[src/include/gdfp_pkg.sv]
// Package of constants for the gate driver fault protection block
package gdfp_pkg;
  // Register byte addresses
  localparam logic [7:0] ADDR_STATUS = 8'h00;
  localparam logic [7:0] ADDR_CTRL = 8'h04;
  localparam logic [7:0] ADDR_CFG = 8'h08;
  // Status field positions
  localparam int ST_FAULT = 0;
  localparam int ST_SUPPLY = 1;
  localparam int ST_GATE = 2;
  localparam int ST_DS = 3;
  localparam int ST_SHUNT = 4;
  localparam int ST_DS_FET = 5;
  localparam int ST_SENSE = 11;
  // Control field positions
  localparam int CT_CLEAR = 0;
  localparam int CT_GATE_OFF = 1;
  localparam int CT_MODE = 2;
  localparam int CT_SHUNT_OFF = 4;
  localparam int CT_CBC = 5;
  localparam int CT_SCOPE = 6;
  localparam logic [6:0] CTRL_RESET = 7'h20;
  // Configuration field positions and reset value
  localparam int CF_FILT = 0;
  localparam int CF_DS_LVL = 16;
  localparam int CF_SH_LVL = 20;
  localparam logic [21:0] CFG_RESET = 22'h0003E8;
  // Overcurrent action codes
  localparam logic [1:0] MODE_LATCH = 2'h0;
  localparam logic [1:0] MODE_RETRY = 2'h1;
  localparam logic [1:0] MODE_REPORT = 2'h2;
  localparam logic [1:0] MODE_OFF = 2'h3;
  // AXI responses
  localparam logic [1:0] RESP_OKAY = 2'h0;
  localparam logic [1:0] RESP_SLVERR = 2'h2;
  // Timing
  localparam int CLK_MHZ = 250;
  localparam int DEGLITCH_NS = 4000;
  localparam logic [15:0] DEGLITCH_CYC = 16'((DEGLITCH_NS * CLK_MHZ) / 1000);
  localparam int RETRY_MS = 8;
  localparam int RETRY_CYC = RETRY_MS * CLK_MHZ * 1000;
  // Synchroniser vector layout
  localparam int SYNC_W = 22;
endpackage : gdfp_pkg

[src/hw/gdfp_top.sv]
// Fault supervision, overcurrent response and register slave of the gate driver
// Behaviour
// - Supply or drain supply low: all FETs off, pump off, fault output low.
// - Supply low latches flags; driving resumes when gone; flag held until clear.
// - Supply low may also raise gate-supply low; both flags may be set.
// - Pump or low rail low: FETs off, fault low, flags latched, pump kept.
// - Gate-supply low ends: drive resumes; its flag held until clear.
// - Gate check off bit suppresses gate-supply protection; pin variant always protects.
// - Drain-source event needs enabled FET over trip longer than filter time.
// - Pin variant: 4 us filter, 8 ms retry; tied trip pin disables it.
// - Register variant: programmable trip, filter; mode latch, retry, report, off.
// - Latched mode: FETs off, fault low, flags; recover on clear after condition.
// - Retry mode drain-source: off, fault low, flags held until retry ends.
// - Retry mode shunt: same shutdown and hold until retry time ends.
// - Report mode: drivers run, fault low, flags latched until clear.
// - Per-cycle mode default: PWM rising edge clears overcurrent; register may disable.
// - Scope 0 shuts own half-bridge; scope 1 shuts all three.
// - Shunt event when sense input over trip longer than filter time.
// - Pin variant shunt: fixed level, 4 us filter, 8 ms retry; the shunt level output still follows the configuration register.
// - Shunt check off bit gives no action on shunt events.
// - Clear by clear-faults bit write or enable reset pulse.
//
// The AXI4-Lite slave port and the placing of the registers were decided locally.
`timescale 1ns/10ps

// Deglitch counter that fires once when a condition outlasts its length
module gdfp_filter
(
  // Clock and reset
  input wire logic i_clk,
  input wire logic i_rst_n,
  // Condition and length
  input wire logic i_cond,
  input wire logic [15:0] i_len,
  // Event pulse
  output logic o_event
);
  logic [15:0] cnt_r;
  logic [15:0] cnt_nxt;
  logic hit_r;
  logic hit_nxt;

  // Count while the condition holds, restart when it drops
  always_comb
  begin
    cnt_nxt = cnt_r;
    if (!i_cond)
      cnt_nxt = 16'h0000;
    else if (cnt_r < i_len)
      cnt_nxt = cnt_r + 16'h0001;
    hit_nxt = i_cond && (cnt_r >= i_len);
    o_event = hit_nxt && !hit_r;
  end

  // Counter registers
  always_ff @(posedge i_clk or negedge i_rst_n)
  begin
    if (!i_rst_n)
    begin
      cnt_r <= 16'h0000;
      hit_r <= 1'b0;
    end
    else
    begin
      cnt_r <= cnt_nxt;
      hit_r <= hit_nxt;
    end
  end
endmodule : gdfp_filter

module gdfp_top
#(
  parameter int unsigned RETRY_CYCLES = gdfp_pkg::RETRY_CYC
)
(
  // Clock and reset
  input wire logic i_clk,
  input wire logic i_rst_n,
  // AXI4-Lite write channels
  input wire logic i_awvalid,
  output logic o_awready,
  input wire logic [7:0] i_awaddr,
  input wire logic i_wvalid,
  output logic o_wready,
  input wire logic [31:0] i_wdata,
  input wire logic [3:0] i_wstrb,
  output logic o_bvalid,
  input wire logic i_bready,
  output logic [1:0] o_bresp,
  // AXI4-Lite read channels
  input wire logic i_arvalid,
  output logic o_arready,
  input wire logic [7:0] i_araddr,
  output logic o_rvalid,
  input wire logic i_rready,
  output logic [31:0] o_rdata,
  output logic [1:0] o_rresp,
  // Comparator results, asynchronous
  input wire logic i_motor_supply_low,
  input wire logic i_drain_sense_supply_low,
  input wire logic i_pump_rail_low,
  input wire logic i_low_gate_rail_low,
  input wire logic [5:0] i_ds_over,
  input wire logic [2:0] i_shunt_over,
  // Controller pins and straps, asynchronous
  input wire logic [5:0] i_pwm,
  input wire logic i_enable,
  input wire logic i_pin_cfg,
  input wire logic i_ds_trip_tied,
  // Driver and fault outputs
  output logic [5:0] o_gate_allow,
  output logic o_pump_on,
  output logic o_fault_out_low,
  output logic [3:0] o_drain_source_trip_level,
  output logic [1:0] o_shunt_trip_level
);
  import gdfp_pkg::*;

  localparam logic [20:0] RETRY_LAST = 21'(RETRY_CYCLES - 1);

  logic [SYNC_W-1:0] sync1_r;
  logic [SYNC_W-1:0] sync2_r;
  logic uv_s, gr_s, pin_s, tied_s, en_s;
  logic [5:0] ds_s, pwm_s;
  logic [2:0] sh_s;
  logic [6:0] ctrl_r, ctrl_nxt;
  logic [21:0] cfg_r, cfg_nxt;
  logic aw_got_r, aw_got_nxt, w_got_r, w_got_nxt, bvalid_r, bvalid_nxt, rvalid_r, rvalid_nxt;
  logic [7:0] aw_addr_r, aw_addr_nxt;
  logic [31:0] w_data_r, w_data_nxt, rdata_r, rdata_nxt, status;
  logic [3:0] w_strb_r, w_strb_nxt;
  logic [1:0] bresp_r, bresp_nxt, rresp_r, rresp_nxt;
  logic wr_do, clear_cmd, en_prev_r, pwm_rise;
  logic [5:0] pwm_prev_r;
  logic [1:0] mode_eff;
  logic cbc_eff, scope_eff, gchk_eff, ds_en, sh_en, gate_supply_low_flag;
  logic [15:0] filt_len;
  logic [8:0] cond, ev, oc_r, oc_nxt;
  logic [20:0] retry_r, retry_nxt;
  logic retry_done;
  logic sup_flag_r, sup_flag_nxt, gate_flag_r, gate_flag_nxt;
  logic [2:0] bridge_fault, half_off;
  logic [5:0] allow_r, allow_nxt;
  logic pump_r, pump_nxt, fault_low_r, fault_low_nxt;

  // Two-stage synchroniser for every pin input
  always_ff @(posedge i_clk or negedge i_rst_n)
  begin
    if (!i_rst_n)
    begin
      // Enable idles high, so no false clear edge follows reset
      sync1_r <= 22'h000010;
      sync2_r <= 22'h000010;
      en_prev_r <= 1'b1;
      pwm_prev_r <= 6'h00;
    end
    else
    begin
      sync1_r <= {i_motor_supply_low | i_drain_sense_supply_low, i_pump_rail_low | i_low_gate_rail_low,
                  i_ds_over, i_shunt_over, i_pwm, i_enable, i_pin_cfg, i_ds_trip_tied, 1'b0, 1'b0};
      sync2_r <= sync1_r;
      en_prev_r <= en_s;
      pwm_prev_r <= pwm_s;
    end
  end

  // Synchronised pin fields
  assign uv_s = sync2_r[21];
  assign gr_s = sync2_r[20];
  assign ds_s = sync2_r[19:14];
  assign sh_s = sync2_r[13:11];
  assign pwm_s = sync2_r[10:5];
  assign en_s = sync2_r[4];
  assign pin_s = sync2_r[3];
  assign tied_s = sync2_r[2];

  // AXI handshakes and register writes
  assign o_awready = !aw_got_r && !bvalid_r;
  assign o_wready = !w_got_r && !bvalid_r;
  assign o_arready = !rvalid_r;
  assign wr_do = aw_got_r && w_got_r && !bvalid_r;

  // Next state of the bus slave and the writable registers
  always_comb
  begin
    aw_got_nxt = aw_got_r;
    aw_addr_nxt = aw_addr_r;
    w_got_nxt = w_got_r;
    w_data_nxt = w_data_r;
    w_strb_nxt = w_strb_r;
    bvalid_nxt = bvalid_r;
    bresp_nxt = bresp_r;
    rvalid_nxt = rvalid_r;
    rdata_nxt = rdata_r;
    rresp_nxt = rresp_r;
    ctrl_nxt = ctrl_r;
    ctrl_nxt[CT_CLEAR] = 1'b0;
    cfg_nxt = cfg_r;
    clear_cmd = en_s && !en_prev_r;
    if (i_awvalid && o_awready)
    begin
      aw_got_nxt = 1'b1;
      aw_addr_nxt = i_awaddr;
    end
    if (i_wvalid && o_wready)
    begin
      w_got_nxt = 1'b1;
      w_data_nxt = i_wdata;
      w_strb_nxt = i_wstrb;
    end
    if (bvalid_r && i_bready)
      bvalid_nxt = 1'b0;
    if (wr_do)
    begin
      aw_got_nxt = 1'b0;
      w_got_nxt = 1'b0;
      bvalid_nxt = 1'b1;
      bresp_nxt = RESP_OKAY;
      if (aw_addr_r[7:2] == ADDR_CTRL[7:2])
      begin
        if (w_strb_r[0])
          ctrl_nxt = {w_data_r[6:1], 1'b0}; // Clear bit reads back as 0
        clear_cmd = clear_cmd || (w_strb_r[0] && w_data_r[CT_CLEAR]);
      end
      else if (aw_addr_r[7:2] == ADDR_CFG[7:2])
      begin
        if (w_strb_r[0])
          cfg_nxt[7:0] = w_data_r[7:0];
        if (w_strb_r[1])
          cfg_nxt[15:8] = w_data_r[15:8];
        if (w_strb_r[2])
          cfg_nxt[21:16] = w_data_r[21:16];
      end
      else if (aw_addr_r[7:2] != ADDR_STATUS[7:2])
        bresp_nxt = RESP_SLVERR;
    end
    if (rvalid_r && i_rready)
      rvalid_nxt = 1'b0;
    if (i_arvalid && o_arready)
    begin
      rvalid_nxt = 1'b1;
      rresp_nxt = RESP_OKAY;
      rdata_nxt = 32'h00000000;
      case (i_araddr[7:2])
        ADDR_STATUS[7:2]: rdata_nxt = status;
        ADDR_CTRL[7:2]: rdata_nxt = {25'h0000000, ctrl_r};
        ADDR_CFG[7:2]: rdata_nxt = {10'h000, cfg_r};
        default: rresp_nxt = RESP_SLVERR;
      endcase
    end
  end

  // Bus slave registers
  always_ff @(posedge i_clk or negedge i_rst_n)
  begin
    if (!i_rst_n)
    begin
      aw_got_r <= 1'b0;
      aw_addr_r <= 8'h00;
      w_got_r <= 1'b0;
      w_data_r <= 32'h00000000;
      w_strb_r <= 4'h0;
      bvalid_r <= 1'b0;
      bresp_r <= 2'h0;
      rvalid_r <= 1'b0;
      rdata_r <= 32'h00000000;
      rresp_r <= 2'h0;
      ctrl_r <= CTRL_RESET;
      cfg_r <= CFG_RESET;
    end
    else
    begin
      aw_got_r <= aw_got_nxt;
      aw_addr_r <= aw_addr_nxt;
      w_got_r <= w_got_nxt;
      w_data_r <= w_data_nxt;
      w_strb_r <= w_strb_nxt;
      bvalid_r <= bvalid_nxt;
      bresp_r <= bresp_nxt;
      rvalid_r <= rvalid_nxt;
      rdata_r <= rdata_nxt;
      rresp_r <= rresp_nxt;
      ctrl_r <= ctrl_nxt;
      cfg_r <= cfg_nxt;
    end
  end

  assign o_bvalid = bvalid_r;
  assign o_bresp = bresp_r;
  assign o_rvalid = rvalid_r;
  assign o_rdata = rdata_r;
  assign o_rresp = rresp_r;
  assign o_drain_source_trip_level = cfg_r[CF_DS_LVL +: 4];
  assign o_shunt_trip_level = cfg_r[CF_SH_LVL +: 2];

  // Effective settings: pin variant overrides the registers
  assign mode_eff = pin_s ? MODE_RETRY : ctrl_r[CT_MODE +: 2];
  assign cbc_eff = pin_s || ctrl_r[CT_CBC];
  assign scope_eff = !pin_s && ctrl_r[CT_SCOPE];
  assign gchk_eff = pin_s || !ctrl_r[CT_GATE_OFF];
  assign ds_en = pin_s ? !tied_s : (mode_eff != MODE_OFF);
  assign sh_en = pin_s || ((mode_eff != MODE_OFF) && !ctrl_r[CT_SHUNT_OFF]);
  assign filt_len = pin_s ? DEGLITCH_CYC : cfg_r[CF_FILT +: 16];
  assign gate_supply_low_flag = gr_s && gchk_eff;
  assign pwm_rise = |(pwm_s & ~pwm_prev_r);

  // Overcurrent conditions: drain-source on enabled FETs, shunt per sense input
  assign cond = {sh_s & {3{sh_en}}, ds_s & pwm_s & allow_r & {6{ds_en}}};

  // One deglitch filter per monitored overcurrent source
  for (genvar g = 0; g < 9; g++)
  begin : g_filt
    gdfp_filter u_filt
    (
      .i_clk(i_clk),
      .i_rst_n(i_rst_n),
      .i_cond(cond[g]),
      .i_len(filt_len),
      .o_event(ev[g])
    );
  end

  // Fault flags, retry timer and gate permissions
  always_comb
  begin
    retry_done = (mode_eff == MODE_RETRY) && (|oc_r) && (retry_r == RETRY_LAST);
    retry_nxt = 21'h000000;
    if ((mode_eff == MODE_RETRY) && (|oc_r) && !retry_done && !(|ev))
      retry_nxt = retry_r + 21'h000001;
    oc_nxt = oc_r;
    if (retry_done)
      oc_nxt = 9'h000;
    if (clear_cmd && (mode_eff != MODE_RETRY))
      oc_nxt = oc_nxt & {sh_s, ds_s};
    if (cbc_eff && pwm_rise)
      oc_nxt = 9'h000;
    oc_nxt = oc_nxt | ev;
    sup_flag_nxt = (sup_flag_r && !clear_cmd) || uv_s;
    gate_flag_nxt = (gate_flag_r && !clear_cmd) || gate_supply_low_flag;
    for (int h = 0; h < 3; h++)
      bridge_fault[h] = oc_r[2*h] || oc_r[2*h+1] || oc_r[6+h];
    if ((mode_eff != MODE_LATCH) && (mode_eff != MODE_RETRY))
      bridge_fault = 3'h0;
    half_off = scope_eff ? {3{|bridge_fault}} : bridge_fault;
    for (int h = 0; h < 3; h++)
      allow_nxt[2*h +: 2] = {2{!uv_s && !gate_supply_low_flag && !half_off[h]}};
    pump_nxt = !uv_s;
    fault_low_nxt = !(uv_s || gate_supply_low_flag || (|oc_r));
  end

  // Fault registers
  always_ff @(posedge i_clk or negedge i_rst_n)
  begin
    if (!i_rst_n)
    begin
      oc_r <= 9'h000;
      retry_r <= 21'h000000;
      sup_flag_r <= 1'b0;
      gate_flag_r <= 1'b0;
      allow_r <= 6'h00;
      pump_r <= 1'b0;
      fault_low_r <= 1'b1;
    end
    else
    begin
      oc_r <= oc_nxt;
      retry_r <= retry_nxt;
      sup_flag_r <= sup_flag_nxt;
      gate_flag_r <= gate_flag_nxt;
      allow_r <= allow_nxt;
      pump_r <= pump_nxt;
      fault_low_r <= fault_low_nxt;
    end
  end

  // Status word seen by software
  assign status = {18'h00000, oc_r[8:6], oc_r[5:0], |oc_r[8:6], |oc_r[5:0], gate_flag_r, sup_flag_r,
                   sup_flag_r || gate_flag_r || (|oc_r) || !fault_low_r};
  assign o_gate_allow = allow_r;
  assign o_pump_on = pump_r;
  assign o_fault_out_low = fault_low_r;

  // Checks on the protection behaviour
  a_uv_shut_all: assert property (@(posedge i_clk) disable iff (!i_rst_n)
    uv_s |=> (o_gate_allow == 6'h00) && !o_pump_on && !o_fault_out_low)
    else $error("supply low did not shut down");
  a_uv_flag_hold: assert property (@(posedge i_clk) disable iff (!i_rst_n)
    sup_flag_r && !clear_cmd |=> sup_flag_r)
    else $error("supply low flag lost without clear");
  a_both_flags: assert property (@(posedge i_clk) disable iff (!i_rst_n)
    uv_s && gate_supply_low_flag |=> sup_flag_r && gate_flag_r)
    else $error("both supply flags not set");
  a_gate_supply_low_flag_pump_on: assert property (@(posedge i_clk) disable iff (!i_rst_n)
    gate_supply_low_flag && !uv_s |=> o_pump_on && (o_gate_allow == 6'h00) && gate_flag_r)
    else $error("gate supply low response wrong");
  a_gchk_ignored: assert property (@(posedge i_clk) disable iff (!i_rst_n)
    !pin_s && ctrl_r[CT_GATE_OFF] && !uv_s && (oc_r == 9'h000) |=> o_fault_out_low)
    else $error("disabled gate supply check still faults");
  a_event_latch: assert property (@(posedge i_clk) disable iff (!i_rst_n)
    (|ev) |=> (((oc_r & $past(ev)) == $past(ev)) ##1 !o_fault_out_low))
    else $error("overcurrent event not latched");
  a_retry_hold: assert property (@(posedge i_clk) disable iff (!i_rst_n)
    (mode_eff == MODE_RETRY) && (|oc_r) && !retry_done && !(cbc_eff && pwm_rise) |=> (|oc_r))
    else $error("retry flags dropped early");
  a_report_runs: assert property (@(posedge i_clk) disable iff (!i_rst_n)
    (mode_eff == MODE_REPORT) && !uv_s && !gate_supply_low_flag && (|oc_r) |=> (o_gate_allow == 6'h3F) && !o_fault_out_low)
    else $error("report mode stopped the drivers");
  a_cbc_clear: assert property (@(posedge i_clk) disable iff (!i_rst_n)
    cbc_eff && pwm_rise && !(|ev) |=> (oc_r == 9'h000))
    else $error("pwm edge did not clear overcurrent");
  a_scope_all: assert property (@(posedge i_clk) disable iff (!i_rst_n)
    scope_eff && (mode_eff == MODE_LATCH) && (|oc_r) |=> (o_gate_allow == 6'h00))
    else $error("linked scope did not stop all bridges");
  a_shunt_off: assert property (@(posedge i_clk) disable iff (!i_rst_n)
    !pin_s && ctrl_r[CT_SHUNT_OFF] && $past(!pin_s && ctrl_r[CT_SHUNT_OFF]) |-> (ev[8:6] == 3'h0))
    else $error("shunt event while shunt check off");
endmodule : gdfp_top

[config.mk]
export PLATFORM = sky130hd
export DESIGN_NAME = gdfp_top
export DESIGN_NICKNAME = d
export VERILOG_FILES = /design/src/include/gdfp_pkg.sv /design/src/hw/gdfp_top.sv
export SDC_FILE = /design/constraint.sdc
export NUM_CORES = 1
export LEC_CHECK = 0
export ABC_AREA = 1
export ABC_CLOCK_PERIOD_IN_PS = 2900
export BUFFER_PORTS_ARGS = -buffer_cell sky130_fd_sc_hd__buf_2
export CORE_MARGIN = 2
export CORE_UTILIZATION = 50
export CTS_CLUSTER_DIAMETER = 80
export DETAILED_ROUTE_END_ITERATION = 6
export PLACE_DENSITY = 0.79
export SYNTH_ARGS = -nofsm -noshare
export SYNTH_HDL_FRONTEND = slang
export SYNTH_HIERARCHICAL = 1
export SYNTH_SLANG_ARGS = --single-unit
export TNS_END_PERCENT = 30
[constraint.sdc]
create_clock -name i_clk -period 2.9 [get_ports i_clk]
set_input_delay 0.29 -clock i_clk [delete_from_list [all_inputs] [get_ports i_clk]]
set_output_delay 0.29 -clock i_clk [all_outputs]
set_load 0.005 [all_outputs]
# After elaboration in Yosys (flattened, before gate mapping)
# Cells that the tools add are included.
word_totals:
  regBits: 341
  latch_bits: 0
  ramBits: 0
  mem_bits_ro: 0
  in_bits: 81
  output_inout_bits: 55
  wordCells: 252
  n_memories: 0
classes:
  addsub: 10
  mul: 0
  div_mod_pow: 0
  magnitude_cmp: 18
  eq_ne: 17
  shift: 0
  n_mux: 44
  bitwise: 11
  reduce_logical: 108
op_table:
  columns: ["operator", "n"]
  rows:
  - ["16-bit 2-to-1 mux", 19]
  - ["16-bit by 1-bit adder with 16-bit output (second input constant)", 9]
  - ["16-bit >= comparator", 9]
  - ["16-bit less-than comparator", 9]
  - ["22-bit case mux with 3 select lines", 1]
  - ["1-bit logical AND", 45]
  - ["1-bit logical NOT", 28]
  - ["9-bit 2-to-1 mux", 3]
  - ["6-bit AND", 4]
  - ["21-bit by 1-bit adder with 21-bit output (second input constant)", 1]
  - ["21-bit == test (second input constant)", 1]
  - ["21-bit 2-to-1 mux", 1]
  - ["2-bit inequality test (second input constant)", 10]
  - ["9-bit OR reduction", 2]
  - ["1-bit logical OR", 17]
  - ["1-bit 2-to-1 mux", 13]
  - ["6-bit by 1-bit == test with 1-bit output (second input constant)", 2]
  - ["6-bit by 2-bit == test with 1-bit output (second input constant)", 2]
  - ["4-bit AND reduction", 3]
  - ["6-bit OR reduction", 2]
  - ["2-bit 2-to-1 mux", 5]
  - ["2-bit nonzero test", 5]
  - ["9-bit AND", 1]
  - ["9-bit bitwise OR", 1]
  - ["other kinds (11)", 15]

# Depth between registers and ports, before layout
logic_depth:
  depth_word: 11
  ltp_mapped: 21
  ltp_nobuf: 21

# Hierarchy
# Netlist, hierarchy kept.
modules_own_cells:
  columns: ["mod", "n_inst", "cells_each", "area_per_inst_um2", "seq_area_each_um2"]
  rows:
  - ["gdfp_filter", 9, 228, 1601.5, 425.4]
  - ["gdfp_top", 1, 787, 7179.4, 4292.9]

# Worst setup path before layout
# No wires, ideal clock.
synth_timing:
  kind: "register -> register"
  startpoint: "register sync2_r[3]"
  endpoint: "register retry_r[18]"
  setup_ns: 0.071
  arrival_time_ns: 2.895
  required_ns: 2.829
  path_slack_ns: -0.066
  stages_incl_launch_ff: 19
  n_path_buf: 1
  period_less_slack_ns: 2.966
  path_cell_list: "dfrtp_1 clkbuf_1 nor2_1 inv_1 ha_1 nand2_2 o21bai_1 nand2_1 a21oi_4 nand3_1 nand2_1 nor2_1 nor2_1 nand3_1 nor2_1 nand3_1 nor2_1 nand2_1 nor2_1"
synth_between:
  word_cells_on_any_way: 44
  classes_between: "9 x order compare; 2 x eq/ne; 4 x mux; 2 x bitwise; 27 x reduce/logical"
synth_lines:
  columns: ["element", "line_no", "source"]
  rows:
  - ["start: declaration", "gdfp_top.sv:122", "logic [SYNC_W-1:0] sync2_r;"]
  - ["start signal: assignment", "gdfp_top.sv:161", "sync2_r <= sync1_r;"]
  - ["16-bit 2-to-1 mux", "gdfp_top.sv:303", "assign filt_len = pin_s ? DEGLITCH_CYC : cfg_r[CF_FILT +: 16];"]
  - ["via filt_len[15]", "gdfp_top.sv:137", "logic [15:0] filt_len;"]
  - ["16-bit >= comparator", "gdfp_top.sv:51", "hit_nxt = i_cond && (cnt_r >= i_len);"]
  - ["1-bit logical AND", "gdfp_top.sv:51", null]
  - ["1-bit logical AND", "gdfp_top.sv:52", "o_event = hit_nxt && !hit_r;"]
  - ["via ev[3]", "gdfp_top.sv:138", "logic [8:0] cond, ev, oc_r, oc_nxt;"]
  - ["9-bit OR reduction", "gdfp_top.sv:328", "if ((mode_eff == MODE_RETRY) && (|oc_r) && !retry_done && !(|ev))"]
  - ["1-bit logical NOT", "gdfp_top.sv:328", null]
  - ["1-bit logical AND", "gdfp_top.sv:328", null]
  - ["21-bit 2-to-1 mux", "gdfp_top.sv:328", null]
  - ["via retry_nxt[18]", "gdfp_top.sv:139", "logic [20:0] retry_r, retry_nxt;"]
  - ["end signal: assignment", "gdfp_top.sv:367", "retry_r <= retry_nxt;"]
  - ["end: declaration", "gdfp_top.sv:139", null]
# The timed path passes the listed nets, and every way through them passes these cells.
# A chain may end at the register's enable or synchronous reset.

# Final worst setup path
layout_timing:
  startpoint: "register sync2_r[3]"
  endpoint: "register retry_r[2]"
# The elaborated chain is that of the path after synthesis.

==> key figures <==
Run status
  • Status: finished, violations left
  • Failing checks: negative setup slack

Clocking
  • Root Buffer: clkbuf_16
  • Reg clk slew, reported paths: 0.06 ns
  • Clock Path Buffers: 3
  • Later-pin clock latency in the skew report: 0.55 ns
  • Htree depth: 2
  • CTS tree: yes
  • Clk sinks: 324
  • CTS Buf Count: 39

Layout
  • Fillers: 3520
  • Multi-input gate area: 11930 um^2
  • Share of layout cells above drive strength 1: 18.99%
  • Diode count: 0
  • Final Util: 60.36%
  • Area grow syn2layout: 19.88%
  • Non-filler cells, final: 3681
  • Nets: 3302
  • FF+latch area: 8123 um^2

Routing
  • Via/cell ratio: 5.327
  • Via count: 19.61k
  • Routed length per instance: 15.76 um
  • Routed Wire Length: 58010 um
  • DRT Pass-1 Iters: 6
  • DR iter-0 viols: 1560
  • Routed Antenna Nets: 0
  • Detailed-route DRC error count: 0

Place
  • IO Port Bufs: 108
  • Post-placement cell count: 3552
  • RD Place Congestion: 0.9265
  • Final HPWL DP: 38600 um
  • Worst slack at placement: -0.1610 ns

Floorplanning
  • Initial core utilization: 50.35%
  • Die ar.: 44870 um^2
  • Core outline area: 42890 um^2
  • I/O pin cnt: 136
  • # rows: 76
  • Die Ht: 211.8 um
  • Die width: 211.8 um

Worst setup path
  • Worst Path Arrival: 3.38 ns
  • Peak fanout along the critical path: 8
  • Critical path endpoint category: flip-flop
  • Critical path class: flip-flop to flip-flop
  • Reg2reg path depth: 17
  • Worst Setup Start Kind: flip-flop
  • CP Data Required Time: 3.37 ns

Logic synthesis
  • Synth Register Bits: 324
  • Ranking of synthesized cells by area: dfrtp_1 (36%), nand2_1 (13%), ha_1 (8.9%)
  • Post-synthesis sequential area ratio: 37.61%
  • Synth async-reset ratio: 100.0%
  • Commonest register cell after synthesis: dfrtp_1
  • Avg Cell Area, Syn: 7.606 um^2
  • Mapped Area: 21590 um^2
  • Dominant cell type by area after synthesis: dfrtp_1
  • Post-synth EDFFs: 0
  • Gate Count Post-Synth: 2839
  • Top cell type's share of synthesized area: 36.27%
  • Synth cell types: 44
  • YS warnings: 6

Timing
  • Setup Skew: 0.01391 ns
  • RSZ-0062 raised after global routing: true
  • Final worst path period need: 2.916 ns
  • Setup Viol. Count Final: 4
  • FMAX: 343.0 MHz
  • Slew @ Worst Pin: 0.7898 ns
  • Final slew viol count: 0
  • Final Hold Viols: 0
  • PnR worst setup slack: -0.01577 ns
  • Slew HR: 47.22%
  • Period utilization: 100.5%

Global route
  • Largest net degree at the start of global routing: 96
  • Met2 Usage GRT: 42.39%
  • Met3 Usage GRT: 3.516%
  • Met1 usage: 34.01%
  • Initial antenna violation count: 2
  • Vias in the first global route: 18.25k
  • Total gr overflow: 0
  • First-pass GRT wire length: 92290 um
  • All-Layer GR Usage: 25.55%
  • Global routing's busiest layer: met2

Power
  • Power per cell area: 498.2 nW/um^2
  • P_leak: 13.64 nW
  • Max VDD drop: 0.0004263 V

Worst hold path
  • Hold depth: 2
  • Hold WC Path Type: input pin to flip-flop

Flow run
  • Max Cap Viol: 0
==> sequential cells by signal (all words and copies together), names as in the netlist, 3 cells and up <==
name / count
pwm_prev_r: 6
sync2_r: 20
o_gate_allow: 3
cfg_r: 22
w_data_r: 22
g_filt.u_filt/hit_r: 9
sync1_r: 20
ctrl_r: 6
aw_addr_r: 6
oc_r: 9
g_filt.u_filt/cnt_r: 144
w_strb_r: 3
o_rdata: 22
retry_r: 21
==> power breakdown <==
group | leakage (nW) | internal, W | total, W | switching (W)
Sequential | 4.26 | 0.00494 | 0.00524 | 0.000299
Combinational | 8.72 | 0.000998 | 0.00252 | 0.00152
Clock | 0.660 | 0.00313 | 0.00514 | 0.00201
==> layout by cell type (no fill, tap or decap), drive strengths merged, types with 12 or more instances in the layout <==
master,Yosys,final
ha,154,154
nor3,17,17
buf,76,217
clkbuf,16,55
o21ai,49,49
nand2,761,761
dlygate4sd3,0,49
inv,451,453
mux2,15,15
a21oi,72,72
o21bai,27,27
dfrtp,313,313
nand3,261,262
conb,1,12
nor2,320,320
xor2,70,70
nand4,187,187
==> layout make-up <==
class	instances	area share, %
Clock inverter	16	0.7734
Inverter	451	6.578
Timing Repair Buffer	267	7.946
Clock buffer	54	4.423
Sequential cell	324	31.38
Tap cell	585	2.828
Multi-Input combinational cell	1984	46.07
==> path summary, 6_finish.rpt <==
kind	startpoint	endpoint	slack, ns
setup / recovery	sync2_r[3]	retry_r[2]	-0.02
hold / removal	i_wdata[6]	w_data_r[6]	0.01
setup reg to reg	sync2_r[3]	retry_r[2]	-0.02
hold reg to reg	sync1_r[20]	sync2_r[20]	0.35
max in group asynchronous	i_rst_n	g_filt[3].u_filt/cnt_r[10]	1.70
min in group asynchronous	i_rst_n	aw_addr_r[4]	0.26
==> what timing repair did <==
item / 4_1_cts / 5_1_grt
pin swaps: 6 / 74
buffers inserted: 0 / 8
hold endpoints to repair: 105 / 0
endpoints found under the setup margin: 21 / 21
gates cloned: 1 / 1
hold buffers: 49 / 0
gates resized for setup: 20 / 136
==> cell families after synthesis <==
logic type / share of synthesized area, %
mux: 0.7822
xor+xnor: 3.285
flops: 37.61
other cells: 0.01737
buf+inv: 10.76
fa+ha+maj: 8.923
simple gates: 33.54
compound gates: 5.076
==> worst max-delay path, cell delays in order, from the launching register on <==
cell	delay (ns)
dfrtp_2	0.45
buf_8	0.17
nor2_4	0.19
clkbuf_16	0.20
inv_1	0.05
ha_2	0.27
nand2_1	0.11
nor2_1	0.09
a21oi_4	0.17
nand3_2	0.10
nand2_2	0.10
nor2_1	0.06
inv_1	0.11
nand3_4	0.09
nor2_4	0.14
buf_4	0.17
nand3_4	0.17
nor3_1	0.17
==> per-layer routing <==
metal	wire length [um]	share of wire (%)	vias up
li1	-	-	9554
met3	4125	7.1	144
met1	23880	41	9221
met4	2352	4.1	0
met5	0	0	-
met2	27650	48	689
==> Yosys cell counts (2+ instances only) <==
library cell    n
o21bai_1       18
buf_2          31
nor3_1          8
o21bai_2        9
mux2_2         15
dfstp_2        11
nand3_1       231
clkbuf_1       16
a21oi_4        10
nor3_2          9
ha_1          154
nand2_4         9
a21o_1          9
nand2_1       724
dfrtp_1       313
o211ai_1        2
xnor2_1        11
o21ai_1         3
nand3_4        10
nand3b_1        5
xor2_1         70
inv_2          11
buf_4          23
nor2_2         32
nand3_2        20
a21oi_1        62
o22ai_1         3
nor2_4          9
o31ai_1         3
nor2_1        279
o21ai_0        45
buf_6          21
inv_1         439
or2_2           2
nand4_1       186
nand2_2        28
==> stage by stage <==
step	power (W)	TNS [ns]	hold WS, ns	cell area [um^2]
5_1_grt	0.01348	-2.489	0.01207	25890
3_3_place_gp	0.007380	-1.415	0.2575	23180
6_report	0.01290	-0.02645	0.01480	25890
2_1_floorplan	0.006611	0	-0.005591	21670
4_1_cts	0.01270	-0.002355	0.0001104	25100
3_5_place_dp	0.007457	-2.174	0.2586	23180
No activity file was read; power rests on OpenSTA's default activity.
